[config.mk]
export PLATFORM = sky130hd
export DESIGN_NAME = io_ports_seven_to_nine
export DESIGN_NICKNAME = d
export VERILOG_FILES = /design/src/verilog/io_ports_seven_to_nine.v /design/src/verilog/pin_mux_cell.v
export VERILOG_INCLUDE_DIRS = /design/src /design/src/verilog
export SDC_FILE = /design/constraint.sdc
export NUM_CORES = 1
export LEC_CHECK = 0
export BUFFER_PORTS_ARGS = -buffer_cell sky130_fd_sc_hd__buf_2
export CAP_MARGIN = 0
export CELL_PAD_IN_SITES_DETAIL_PLACEMENT = 0
export CELL_PAD_IN_SITES_GLOBAL_PLACEMENT = 1
export CORE_MARGIN = 2
export CORE_UTILIZATION = 45
export CTS_CLUSTER_SIZE = 24
export DETAILED_ROUTE_END_ITERATION = 8
export GPL_TIMING_DRIVEN = 0
export HOLD_SLACK_MARGIN = 0.06
export PLACE_DENSITY = 0.95
export SETUP_SLACK_MARGIN = 0.2
export SLEW_MARGIN = 20
export SYNTH_ARGS = -nofsm -noshare
export SYNTH_HDL_FRONTEND = slang
export SYNTH_HIERARCHICAL = 1
export SYNTH_SLANG_ARGS = --single-unit
[constraint.sdc]
create_clock -name clk -period 5.4 [get_ports clk]
set_input_delay 0.81 -clock clk [delete_from_list [all_inputs] [get_ports clk]]
set_output_delay 0.81 -clock clk [all_outputs]
set_load 0.03 [all_outputs]
[src/verilog/io_ports_map.vh]
// Register map and field constants for the three-port I/O block
`ifndef IO_PORTS_MAP_VH
`define IO_PORTS_MAP_VH
// Register byte addresses, four times the printed index
`define ADDR_PORT8_INPUT_PINS   18'h3FE3C
`define ADDR_PORT9_DIRECTION    18'h3FFF8
`define ADDR_PORT9_OUTPUT_LATCH 18'h3FFFC
// Printed register indexes; byte address is four times the index
`define IDX_PORT8_INPUT_PINS   16'hFF8F
`define IDX_PORT9_DIRECTION    16'hFFFE
`define IDX_PORT9_OUTPUT_LATCH 16'hFFFF
// Own registers, word offsets (index form, times four on the bus)
`define IDX_PORT7_DIRECTION    16'hFF8C
`define IDX_PORT7_OUTPUT_LATCH 16'hFF8E
`define IDX_PERIPH_CTRL        16'hFF80
`define IDX_SERIAL_CTRL        16'hFF81
// Reset values
`define RST_PORT7_DIRECTION    8'h00
`define RST_PORT7_OUTPUT_LATCH 8'h00
`define RST_PORT9_DIRECTION    8'h00
`define RST_PORT9_OUTPUT_LATCH 8'h00
`define RST_PERIPH_CTRL        32'h0000_0000
`define RST_SERIAL_CTRL        8'h00
// Value seen when reading the write-only direction registers
`define DIR_READBACK           8'hFF
// Peripheral control word fields
`define PC_CMP_B_LSB           0
`define PC_CMP_A_LSB           3
`define PC_PWM_LSB             5
`define PC_FRC_CKS_LSB         8
`define PC_BYTE_CCLR_LSB       14
`define PC_BYTE_CKS_LSB        16
`define PC_ADC_ACTIVE          19
`define PC_ADC_CHAN_LSB        20
// Serial control fields
`define SC_SYNC_MODE           0
`define SC_CLK_EN_LO           1
`define SC_CLK_EN_HI           2
`define SC_RX_ON               3
`define SC_TX_ON               4
// Byte timer external-clock select codes
`define BYTE_CKS_EXT_RISE      3'h5
`endif

[src/verilog/io_ports_seven_to_nine.v]
// Three 8-bit I/O ports with peripheral pin sharing, AHB-Lite slave
`default_nettype none
`include "io_ports_map.vh"
// Operation
// - Pins 6..4 drive timer match-B when enabled
// - Pins 6..4 feed timer external clock
// - Pin 3 is capture and byte-timer clear
// - Pins 3..1 always feed capture inputs
// - Pin 0 may clock the byte timer
// - Input-only port, no direction register
// - Converting analogue pin reads as one
// - Direction bit one means output
// - Direction register reads back all ones
// - Reset clears direction to inputs
// - Software standby keeps direction register
// - Standby returns peripheral pins to GPIO
// - Data read: latch if output, else pin
// - Pin 7 serial clock per mode bits
// - Pin 6 becomes receive input when enabled
// - Pin 5 drives transmit when enabled
// - Function selection independent of mode pins
// - Pins 4..2 drive PWM when enabled
// - Pins 1..0 drive timer match-A outputs
module io_ports_seven_to_nine (
  input  wire        clk,
  input  wire        rst_n,
  // AHB-Lite slave
  input  wire        hsel,
  input  wire [31:0] haddr,
  input  wire [1:0]  htrans,
  input  wire        hwrite,
  input  wire [2:0]  hsize,
  input  wire [31:0] hwdata,
  input  wire        hready,
  output reg  [31:0] hrdata,
  output reg         hreadyout,
  output reg         hresp,
  // Standby entry resets peripheral claims
  input  wire        swStandby,
  // Peripheral signals
  input  wire [2:0]  timerMatchB,
  input  wire [1:0]  timerMatchA,
  input  wire [2:0]  pwmOut,
  input  wire        serialTxd,
  input  wire        serialClkOut,
  output reg  [2:0]  timerExtClkIn,
  output reg  [2:0]  captureIn,
  output reg         byteTimerClearIn,
  output reg         byteTimerClkIn,
  output reg         serialRxd,
  output reg         serialClkIn,
  // Pins
  input  wire [7:0]  port7In,
  output reg  [7:0]  port7Out,
  output reg  [7:0]  port7Oe,
  input  wire [7:0]  port8In,
  input  wire [7:0]  port9In,
  output reg  [7:0]  port9Out,
  output reg  [7:0]  port9Oe
);
  //--------------------------------------------------------------
  // Pin map, port 7
  //--------------------------------------------------------------
  // Bit 7: plain GPIO here; its compare output is owned elsewhere
  // Bit 6: match-B of channel 3, else GPIO plus channel 3 clock
  // Bit 5: match-B of channel 2, else GPIO plus channel 2 clock
  // Bit 4: match-B of channel 1, else GPIO plus channel 1 clock
  // Bit 3: GPIO, channel 3 capture and byte-timer clear
  // Bit 2: GPIO and channel 2 capture
  // Bit 1: GPIO and channel 1 capture
  // Bit 0: GPIO and byte-timer external clock
  // Input functions listen to the pin and never take it over
  //--------------------------------------------------------------
  // Pin map, port 8
  //--------------------------------------------------------------
  // All bits input only; no direction register exists
  // The channel under conversion reads as one, the others live
  // Converter busy flag and channel come from the control word
  //--------------------------------------------------------------
  // Pin map, port 9
  //--------------------------------------------------------------
  // Bit 7: serial clock, out or in by the sync-mode and clock-enable bits
  // Bit 6: receive data while the receiver is on
  // Bit 5: transmit data while the transmitter is on
  // Bits 4..2: PWM channels 3..1
  // Bits 1..0: match-A of channels 3 and 2
  // Receive and external clock mask the direction bit, so a
  // stale output setting cannot fight a board driver on those pins
  //--------------------------------------------------------------
  // Register map (word index; byte address is four times it)
  //--------------------------------------------------------------
  // Port 8 pins:      read only, live levels
  // Port 9 direction: write only, reads all ones
  // Port 9 latch:     latch on outputs, pin level on inputs
  // Port 7 direction: write only, reads all ones
  // Port 7 latch:     same read rule as port 9
  // Peripheral ctl:   stand-in for timer and converter bits
  // Serial ctl:       stand-in for serial mode and enable bits
  // Limitation: the stand-ins hold bits the real peripherals own;
  // a full system would wire those bits from the owning modules
  //--------------------------------------------------------------
  // Timing
  //--------------------------------------------------------------
  // Bus has zero wait states; read data registered at address phase
  // A write lands at the edge that ends its data phase
  // Pins and peripheral inputs follow one clock after that
  // Trade-off: one cycle of pin latency for flop-driven outputs
  // Standby clears the stand-ins only, never the port registers
  //--------------------------------------------------------------
  // Registers
  //--------------------------------------------------------------
  reg  [7:0]  p7Dir_q;
  reg  [7:0]  p7Latch_q;
  reg  [7:0]  p9Dir_q;
  reg  [7:0]  p9Latch_q;
  reg  [31:0] periphCtl_q;
  reg  [7:0]  serialCtl_q;
  reg         wrPend_q;
  reg  [15:0] wrIdx_q;
  reg  [15:0] rdIdx_d;

  // Decoded control fields
  wire [2:0] cmpBOn   = periphCtl_q[`PC_CMP_B_LSB +: 3];
  wire [1:0] cmpAOn   = periphCtl_q[`PC_CMP_A_LSB +: 2];
  wire [2:0] pwmOn    = periphCtl_q[`PC_PWM_LSB +: 3];
  wire [5:0] frcCks   = periphCtl_q[`PC_FRC_CKS_LSB +: 6];
  wire [1:0] byteClr  = periphCtl_q[`PC_BYTE_CCLR_LSB +: 2];
  wire [2:0] byteCks  = periphCtl_q[`PC_BYTE_CKS_LSB +: 3];
  wire       adcBusy  = periphCtl_q[`PC_ADC_ACTIVE];
  wire [2:0] adcChan  = periphCtl_q[`PC_ADC_CHAN_LSB +: 3];
  wire       syncMode = serialCtl_q[`SC_SYNC_MODE];
  wire       clkEnLo  = serialCtl_q[`SC_CLK_EN_LO];
  wire       clkEnHi  = serialCtl_q[`SC_CLK_EN_HI];
  wire       rxOn     = serialCtl_q[`SC_RX_ON];
  wire       txOn     = serialCtl_q[`SC_TX_ON];

  //--------------------------------------------------------------
  // Pin function selection (no mode pin enters here)
  //--------------------------------------------------------------
  wire [7:0] p7PerOn;
  wire [7:0] p7PerDat;
  wire [7:0] p9PerOn;
  wire [7:0] p9PerDat;
  wire [7:0] p7OeD;
  wire [7:0] p7OutD;
  wire [7:0] p9OeD;
  wire [7:0] p9OutD;
  wire       sckOut;
  wire       sckIn;

  // Async: 01 internal out, 1x external in; sync: 0x out, 1x in
  assign sckIn  = clkEnHi;
  assign sckOut = !clkEnHi && (syncMode || clkEnLo);

  // Port 7: bit 7 match-A of channel 1 is outside this block
  assign p7PerOn  = {1'b0, cmpBOn, 4'h0};
  assign p7PerDat = {1'b0, timerMatchB, 4'h0};
  // Port 9: clock out, txd, pwm 3..1, match-A 3..2; rxd takes nothing
  assign p9PerOn  = {sckOut, 1'b0, txOn, pwmOn, cmpAOn};
  assign p9PerDat = {serialClkOut, 1'b0, serialTxd, pwmOut, timerMatchA};

  // Receive enable and external clock force the pin to an input
  wire [7:0] p9Force = {sckIn, rxOn, 6'h00};

  genvar g;
  generate
    for (g = 0; g < 8; g = g + 1) begin : gMux
      pin_mux_cell u7 (
        .periphOn   (p7PerOn[g]),
        .periphData (p7PerDat[g]),
        .dirBit     (p7Dir_q[g]),
        .latchBit   (p7Latch_q[g]),
        .pinOe      (p7OeD[g]),
        .pinData    (p7OutD[g])
      );
      pin_mux_cell u9 (
        .periphOn   (p9PerOn[g]),
        .periphData (p9PerDat[g]),
        .dirBit     (p9Dir_q[g] & ~p9Force[g]),
        .latchBit   (p9Latch_q[g]),
        .pinOe      (p9OeD[g]),
        .pinData    (p9OutD[g])
      );
    end
  endgenerate

  // Pin outputs and peripheral inputs, registered
  always @(posedge clk or negedge rst_n) begin
    if (!rst_n) begin
      port7Out         <= 8'h00;
      port7Oe          <= 8'h00;
      port9Out         <= 8'h00;
      port9Oe          <= 8'h00;
      timerExtClkIn    <= 3'h0;
      captureIn        <= 3'h0;
      byteTimerClearIn <= 1'b0;
      byteTimerClkIn   <= 1'b0;
      serialRxd        <= 1'b1;
      serialClkIn      <= 1'b0;
    end else begin
      port7Out <= p7OutD;
      port7Oe  <= p7OeD;
      port9Out <= p9OutD;
      port9Oe  <= p9OeD;
      // External clock only when both select bits of a channel are 1
      timerExtClkIn[0] <= (&frcCks[1:0]) & ~cmpBOn[0] & port7In[4];
      timerExtClkIn[1] <= (&frcCks[3:2]) & ~cmpBOn[1] & port7In[5];
      timerExtClkIn[2] <= (&frcCks[5:4]) & ~cmpBOn[2] & port7In[6];
      captureIn        <= port7In[3:1];
      byteTimerClearIn <= (&byteClr) & port7In[3];
      byteTimerClkIn   <= (byteCks >= `BYTE_CKS_EXT_RISE)
                          & port7In[0];
      serialRxd        <= rxOn ? port9In[6] : 1'b1;
      serialClkIn      <= sckIn & port9In[7];
    end
  end

  //--------------------------------------------------------------
  // AHB-Lite slave
  //--------------------------------------------------------------
  // Index = byte address / 4 with bits 15..14 forced to one; printed offsets live in the low bits
  wire        xfer    = hsel && hready && htrans[1];
  wire [15:0] reqIdx  = {2'b00, haddr[15:2]} | 16'hC000;
  wire [7:0]  p8Read;
  wire [7:0]  adcMask;

  // Pin under conversion always reads 1
  assign adcMask = adcBusy ? (8'h01 << adcChan) : 8'h00;
  assign p8Read  = port8In | adcMask;

  // Read mux, decoded in the address phase
  reg [31:0] rdData_d;
  always @* begin
    rdIdx_d  = reqIdx;
    rdData_d = 32'h0000_0000;
    case (rdIdx_d)
      `IDX_PORT8_INPUT_PINS:   rdData_d = {24'h0, p8Read};
      `IDX_PORT9_DIRECTION:    rdData_d = {24'h0, `DIR_READBACK};
      `IDX_PORT9_OUTPUT_LATCH:
        rdData_d = {24'h0, (p9Latch_q & p9Dir_q)
                           | (port9In & ~p9Dir_q)};
      `IDX_PORT7_DIRECTION:    rdData_d = {24'h0, `DIR_READBACK};
      `IDX_PORT7_OUTPUT_LATCH:
        rdData_d = {24'h0, (p7Latch_q & p7Dir_q)
                           | (port7In & ~p7Dir_q)};
      `IDX_PERIPH_CTRL:        rdData_d = periphCtl_q;
      `IDX_SERIAL_CTRL:        rdData_d = {24'h0, serialCtl_q};
      default:                 rdData_d = 32'h0000_0000;
    endcase
  end

  // Zero wait states; unmapped addresses read zero, writes dropped
  always @(posedge clk or negedge rst_n) begin
    if (!rst_n) begin
      hrdata    <= 32'h0000_0000;
      hreadyout <= 1'b1;
      hresp     <= 1'b0;
      wrPend_q  <= 1'b0;
      wrIdx_q   <= 16'h0000;
    end else begin
      hreadyout <= 1'b1;
      hresp     <= 1'b0;
      wrPend_q  <= xfer && hwrite;
      if (xfer) begin
        wrIdx_q <= reqIdx;
      end
      if (xfer && !hwrite) begin
        hrdata <= rdData_d;
      end
    end
  end

  //--------------------------------------------------------------
  // Register writes in the data phase
  //--------------------------------------------------------------
  // Direction registers survive standby; only reset clears them
  always @(posedge clk or negedge rst_n) begin
    if (!rst_n) begin
      p7Dir_q     <= `RST_PORT7_DIRECTION;
      p7Latch_q   <= `RST_PORT7_OUTPUT_LATCH;
      p9Dir_q     <= `RST_PORT9_DIRECTION;
      p9Latch_q   <= `RST_PORT9_OUTPUT_LATCH;
      periphCtl_q <= `RST_PERIPH_CTRL;
      serialCtl_q <= `RST_SERIAL_CTRL;
    end else begin
      if (wrPend_q) begin
        case (wrIdx_q)
          `IDX_PORT9_DIRECTION:    p9Dir_q     <= hwdata[7:0];
          `IDX_PORT9_OUTPUT_LATCH: p9Latch_q   <= hwdata[7:0];
          `IDX_PORT7_DIRECTION:    p7Dir_q     <= hwdata[7:0];
          `IDX_PORT7_OUTPUT_LATCH: p7Latch_q   <= hwdata[7:0];
          `IDX_PERIPH_CTRL:        periphCtl_q <= hwdata;
          `IDX_SERIAL_CTRL:        serialCtl_q <= hwdata[7:0];
          default:                 p9Dir_q     <= p9Dir_q;
        endcase
      end
      // Standby wins: peripherals reinitialised, pins revert to GPIO
      if (swStandby) begin
        periphCtl_q <= `RST_PERIPH_CTRL;
        serialCtl_q <= `RST_SERIAL_CTRL;
      end
    end
  end
endmodule
`default_nettype wire

[src/verilog/pin_mux_cell.v]
// One pin's function multiplexer: peripheral over port latch
`default_nettype none
module pin_mux_cell (
  input  wire periphOn,
  input  wire periphData,
  input  wire dirBit,
  input  wire latchBit,
  output wire pinOe,
  output wire pinData
);
  // Peripheral claim forces the pin out; latch is untouched meanwhile
  assign pinOe   = periphOn | dirBit;
  assign pinData = periphOn ? periphData : latchBit;
endmodule
`default_nettype wire
==> flow_summary.toml, run 1 <==
[status]
status = "complete, no violations"

[floorplan]
dieArea_mm2 = 0.0168
core_mm2 = 0.0153
dieHeight_um = 130
start_util = 0.463
io_pins = 185
dieWidth_um = 130
row_count = 45

[timing]
tightestPinTransition_ps = 857
rsz0062_at_grt = "no"
fmax_mhz = 417
hold_viol_final = 0
period_share = 0.444
fin_crit_ps = 2400
setup_violations = 0
fin_setup_tns_ps = 0
report.final.slew_viol_count = 0
relSlewSlack = 0.421
finClkSkew_ps = 8.22

[pwr]
p_seq_frac = 0.471
p_comb_frac = 0.100
power.share.clock = 0.430
irDropWorstVdd_mv = 0.231
p_leak_nw = 4.20
power_switching_uw = 659
intPower_mw = 2.12
power_density_mw_per_mm2 = 315
swShare = 0.237

[cts]
cts_setup_buffers = 0
htree_levels = 4
cts-root-buf = "clkbuf_16"
hold_buffers = 0
clk_pin_slew_ps = 60
numCtsBuffers = 17
ctsResizeCount = 0
cts_max_path_buffers = 2
clock_insertion_delay_worst_skew_ps = 420
cts.sinks = 162
cts_tree = "done"

[worst_setup_path]
cp.required_ps = 5690
crit_path_max_fanout = 10
end_kind = "register"
worstPathArrival_ps = 2690
r2r_setup_slack_ps = 3000
criticalPathCategory = "reg2reg"
start_kind = "register"

[yosys]
syn_area_per_cell_um2 = 12.8
synth_edf_count = 0
syn-cell-area_mm2 = 0.00709
ys_types = 52
post_synth_inst_count = 552
ys.flop_type = "dfrtp_1"
async_reset_ff_frac = 1.00
yosysSeqAreaShare = 0.572
ys_ff_latch = 162
synth-warning-count = 6

[final_layout]
final_common_cell = "buf_2"
drive_gt1_frac = 0.375
antennaDiodeCount = 0
final_area_mm2 = 0.00885
nNetsFinal = 859
areaGrowthSynthToFinish_pct = 24.7
final_cell_mix = "162 x buf_2, 161 x dfrtp_1, 52 x nand2b_1"

[routing]
detail_route.vias_per_cell = 5.29
first_iter_violations = 246
remaining_drc_errors = 0
wl_per_cell_um = 18.6
drt_wl_total_um = 18100
vias = 5148
ant_nets = 0
drt_pre_antenna_iters = 5

[hold_path]
min-delay-path-class = "in2async"

[placed_design]
placed_cell_area_mm2 = 0.00826
post-dp-hpwl_um = 13200
gp_congestion = 0.823
numPortBuffers = 160

[grt]
grt_pass1_vias = 5193
antenna_found_initial = 0
grt_start_max_net_pins = 93
track_usage = 0.223
grt_first_pass_wirelength_um = 28000
grt.overflow.total = 0

[run]
cap_viol_max_count = 0
metal layers:
metal	track usage	up-vias	share of wire	wire length, um
met5	0	-	0	0
met4	0.0867	0	0.021	383
met3	0.0450	28	0.057	1030
met2	0.374	196	0.49	8980
met1	0.288	2547	0.43	7750
li1	-	2377	-	-
sequential cells by signal, indices dropped and copies added, names as in the netlist:
signal and flops:
port7Out 8, timerExtClkIn 3, serialCtl_q 8, byteTimerClkIn 1, wrPend_q 1, p9Latch_q 8
hrdata 32, periphCtl_q 32, p7Dir_q 8, p9Dir_q 8, byteTimerClearIn 1, serialClkIn 1
captureIn 3, serialRxd 1, port7Oe 8, port9Oe 8, wrIdx_q 15, port9Out 8
p7Latch_q 8
power by group through the flow:
stage	Clock (mW)	Sequential [mW]	Combinational, mW
after floorplan	0	1.37	0.106
after global placement	0	1.33	0.266
after detailed placement	0	1.33	0.278
after CTS	1.21	1.31	0.280
after global routing	1.26	1.32	0.300
final	1.20	1.31	0.277
critical path, stage by stage, from the launching register on:
cell     delay [ps]
dfrtp_1         350
nand4_1         190
nor4_4          680
nand2_1         610
mux2_2          450
logic make-up (layout without fill, tap and decap cells):
kind of cell | Yosys count | count (layout) | synth area share
mux | 101 | 101 | 0.162
other cells | 2 | 20 | 0.00106
flops | 162 | 162 | 0.572
simple gates | 167 | 167 | 0.162
compound gates | 85 | 85 | 0.0799
buf+inv | 35 | 228 | 0.0236
through the flow:
stage | power, mW | setup slack, ps | utilization | std cells | hold slack, ps
2_1_floorplan | 1.48 | 3210 | - | 570 | 422
3_3_place_gp | 1.59 | 1280 | 0.537 | 941 | 449
3_5_place_dp | 1.61 | 2640 | 0.540 | 942 | 456
4_1_cts | 2.80 | 2980 | 0.577 | 974 | 352
5_1_grt | 2.88 | 2890 | 0.578 | 974 | 375
6_report | 2.78 | 3000 | 0.578 | 974 | 340
cells in the mapped netlist (2+ instances only):
library cell,number,share of area
buf_4,4,0.0042
mux2i_1,39,0.055
a22o_1,24,0.030
conb_1,2,0.0011
o21a_1,3,0.0032
clkbuf_1,18,0.0095
mux2_2,46,0.073
nor4bb_1,3,0.0042
nor2_1,18,0.0095
nor3_2,2,0.0028
a31oi_1,6,0.0053
o21ai_0,31,0.022
nand4_1,4,0.0035
mux2_4,16,0.034
and3_1,2,0.0018
and4b_1,3,0.0042
inv_1,5,0.0026
nor2b_1,3,0.0026
nand2_1,12,0.0063
nand4b_1,28,0.035
nor3_1,2,0.0014
nand3_1,3,0.0021
buf_6,2,0.0032
nor4_4,2,0.0060
or3_1,3,0.0026
nand2b_1,52,0.046
nor4b_1,2,0.0025
o22ai_1,9,0.0079
or2_2,16,0.014
nand3_2,3,0.0042
dfrtp_1,161,0.57
buf_2,3,0.0021
clkbuf_2,2,0.0014
a21oi_1,5,0.0035
worst paths after layout:
kind | start | end | cells after the start
worst max-delay path | wrIdx_q[11] | p9Dir_q[1] | 4
worst min-delay path | rst_n | port7Out[1] | 1
worst max register to register | wrIdx_q[11] | p9Dir_q[1] | 4
worst min register to register | wrIdx_q[14] | wrIdx_q[14] | 1
max in group asynchronous | rst_n | serialRxd | 2
min in group clk | wrIdx_q[14] | wrIdx_q[14] | 1
layout make-up:
type / count / area [um2]
Fill cell: 1339 / 6470
Sequential cell: 162 / 4060
Multi-Input combinational cell: 373 / 2940
Timing Repair Buffer: 161 / 838
Clock buffer: 26 / 469
Tap cell: 211 / 264
Buffer: 30 / 149
Clock inverter: 6 / 108
Inverter: 5 / 18.8
Note: power is estimated with default switching activity, not from simulation.
==> run 2: changes to the inputs <==
--- a/config.mk
+++ b/config.mk
@@ -11,12 +11,12 @@
 export CELL_PAD_IN_SITES_DETAIL_PLACEMENT = 0
 export CELL_PAD_IN_SITES_GLOBAL_PLACEMENT = 1
 export CORE_MARGIN = 2
-export CORE_UTILIZATION = 45
+export CORE_UTILIZATION = 38
 export CTS_CLUSTER_SIZE = 24
 export DETAILED_ROUTE_END_ITERATION = 8
 export GPL_TIMING_DRIVEN = 0
 export HOLD_SLACK_MARGIN = 0.06
-export PLACE_DENSITY = 0.95
+export PLACE_DENSITY = 0.87
 export SETUP_SLACK_MARGIN = 0.2
 export SLEW_MARGIN = 20
 export SYNTH_ARGS = -nofsm -noshare
==> constraint.sdc (replaced) <==
create_clock -name clk -period 2 [get_ports clk]
set_input_delay 0.3 -clock clk [delete_from_list [all_inputs] [get_ports clk]]
set_output_delay 0.3 -clock clk [all_outputs]
set_load 0.03 [all_outputs]
==> flow_summary.toml, run 2 (synthesis results as in run 1) <==
[routing]
remaining_drc_errors = 0
wl_per_cell_um = 18.3
ant_nets = 0
vias = 5138
drt_pre_antenna_iters = 5
drt_wl_total_um = 18400
detail_route.vias_per_cell = 5.11
first_iter_violations = 249

[placed_design]
post-dp-hpwl_um = 13300
gp_congestion = 0.817
numPortBuffers = 160
placed_cell_area_mm2 = 0.00829

[pwr]
power.total_mw = 7.48
p_leak_nw = 4.29
power_density_mw_per_mm2 = 824
irDropWorstVdd_mv = 0.516

[timing]
fin_setup_tns_ps = 0
rsz0062_at_grt = "yes"
relSlewSlack = 0.399
period_share = 0.891
setup_violations = 0
tightestPinTransition_ps = 889
fmax_mhz = 561
report.final.slew_viol_count = 0
finClkSkew_ps = 12.0
fin_crit_ps = 1780
hold_viol_final = 0

[worst_setup_path]
critPathBufInv = 0
rr_worst_depth = 4
r2r_setup_slack_ps = 220
start_kind = "register"
worstPathArrival_ps = 2100
crit_path_max_fanout = 8
end_kind = "register"
cp_cell_sequence = "nand4_1 > nor3_1 > nand3_2 > mux2_2"
cp.required_ps = 2310
r2r-start = "wrIdx_q[13]"
rr_endpoint = "p9Latch_q[0]"
critPathTopFamily = "simple AND/OR/NAND/NOR gates"
crit_path_max_incr_delay_ps = 390
criticalPathCategory = "reg2reg"
critPathSlowestCell = "nor3_1"

[hold_path]
hold_end = "serialRxd"
min-delay-path-class = "in2reg"
holdPathStages = 2
hp-start = "port9In[6]"

[grt]
grt_first_pass_wirelength_um = 28700
grt.overflow.total = 0
use_met3 = 0.0452
track_usage = 0.191
antenna_found_initial = 1
grt-busiest-layer = "met2"
grt_start_max_net_pins = 97
gr-usage-met2 = 0.298
grt_pass1_vias = 5110
grt_use_met1 = 0.262

[final_layout]
biggestRegsByFlops = "hrdata x32, periphCtl_q x32, wrIdx_q x15"
drive_gt1_frac = 0.396
register_area_mm2 = 0.00406
antennaDiodeCount = 0
multi_input_area_mm2 = 0.00298
final_cell_mix = "162 x buf_2, 160 x dfrtp_1, 52 x nand2b_1"
fillCellCount = 1621
nNetsFinal = 873
final_area_mm2 = 0.00908
final_common_cell = "buf_2"
areaGrowthSynthToFinish_pct = 28.0

[cts]
cts_max_path_buffers = 2
clock_insertion_delay_worst_skew_ps = 430
clk_pin_slew_ps = 60
htree_levels = 4
cts.sinks = 162
cts_tree = "done"
cts-root-buf = "clkbuf_16"
numCtsBuffers = 17

[floorplan]
core_mm2 = 0.0181
dieArea_mm2 = 0.0198
io_pins = 185
dieHeight_um = 141
row_count = 49
dieWidth_um = 141
start_util = 0.391

[status]
status = "complete, no violations"

[run]
cap_viol_max_count = 0
## run 2: cell types whose count changed in the layout (fill, tap and decap cells not counted), moves of 4 or more
cell,change
dlygate4sd3_1,+4
clkinv_4,+5
buf_4,+6
buf_6,+5
clkbuf_1,-7
## run 2: what timing repair did
| item | in CTS | in global routing |
|---|---|---|
| setup buffers | 4 | 5 |
| gates cloned | 0 | 1 |
| endpoints found under the setup margin | 72 | 45 |
| hold buffers | 4 | 0 |
| resized for setup | 9 | 20 |
| pin swaps | 2 | 5 |
| hold endpoints to repair | 68 | 0 |
## run 2: worst max path at each step
stage / cells after the start / start / end / slack (ps)
finish: 4 / wrIdx_q[13] / p9Latch_q[0] / 220
global route: 4 / wrIdx_q[13] / p9Latch_q[0] / 110
CTS: 6 / wrIdx_q[6] / periphCtl_q[26] / 200
detailed placement: 4 / wrIdx_q[11] / p9Dir_q[4] / -280
global placement: 1 / rst_n / hrdata[17] / -1830
floorplan: 6 / wrIdx_q[5] / periphCtl_q[2] / 240
## run 2: cell type report
type | count | area share
Inverter | 5 | 0.00207
Buffer | 30 | 0.0203
Tap cell | 229 | 0.0316
Clock inverter | 11 | 0.0146
Clock buffer | 21 | 0.0485
Multi-Input combinational cell | 373 | 0.328
Timing Repair Buffer | 175 | 0.108
Sequential cell | 162 | 0.447
## run 2: metrics by stage
step | worst slack (ps) | utilization | hold WS (ps) | instances
after floorplan | 239 | - | 4.41 | 570
after global placement | -1830 | 0.454 | 434 | 959
after detailed placement | -275 | 0.457 | 278 | 960
after CTS | 196 | 0.494 | 66.4 | 1000
after global routing | 108 | 0.500 | 74.6 | 1006
final | 217 | 0.500 | 78.4 | 1006
## run 2: layer usage
metal	routed length (um)	part of all wire
met5	0	0
met3	1050	0.057
met4	306	0.017
met1	8440	0.46
met2	8610	0.47
## run 2: power by group
part	switching [mW]	internal, mW
sequential	0.113	3.43
clock	1.33	1.85
combinational	0.441	0.321
total	1.88	5.60
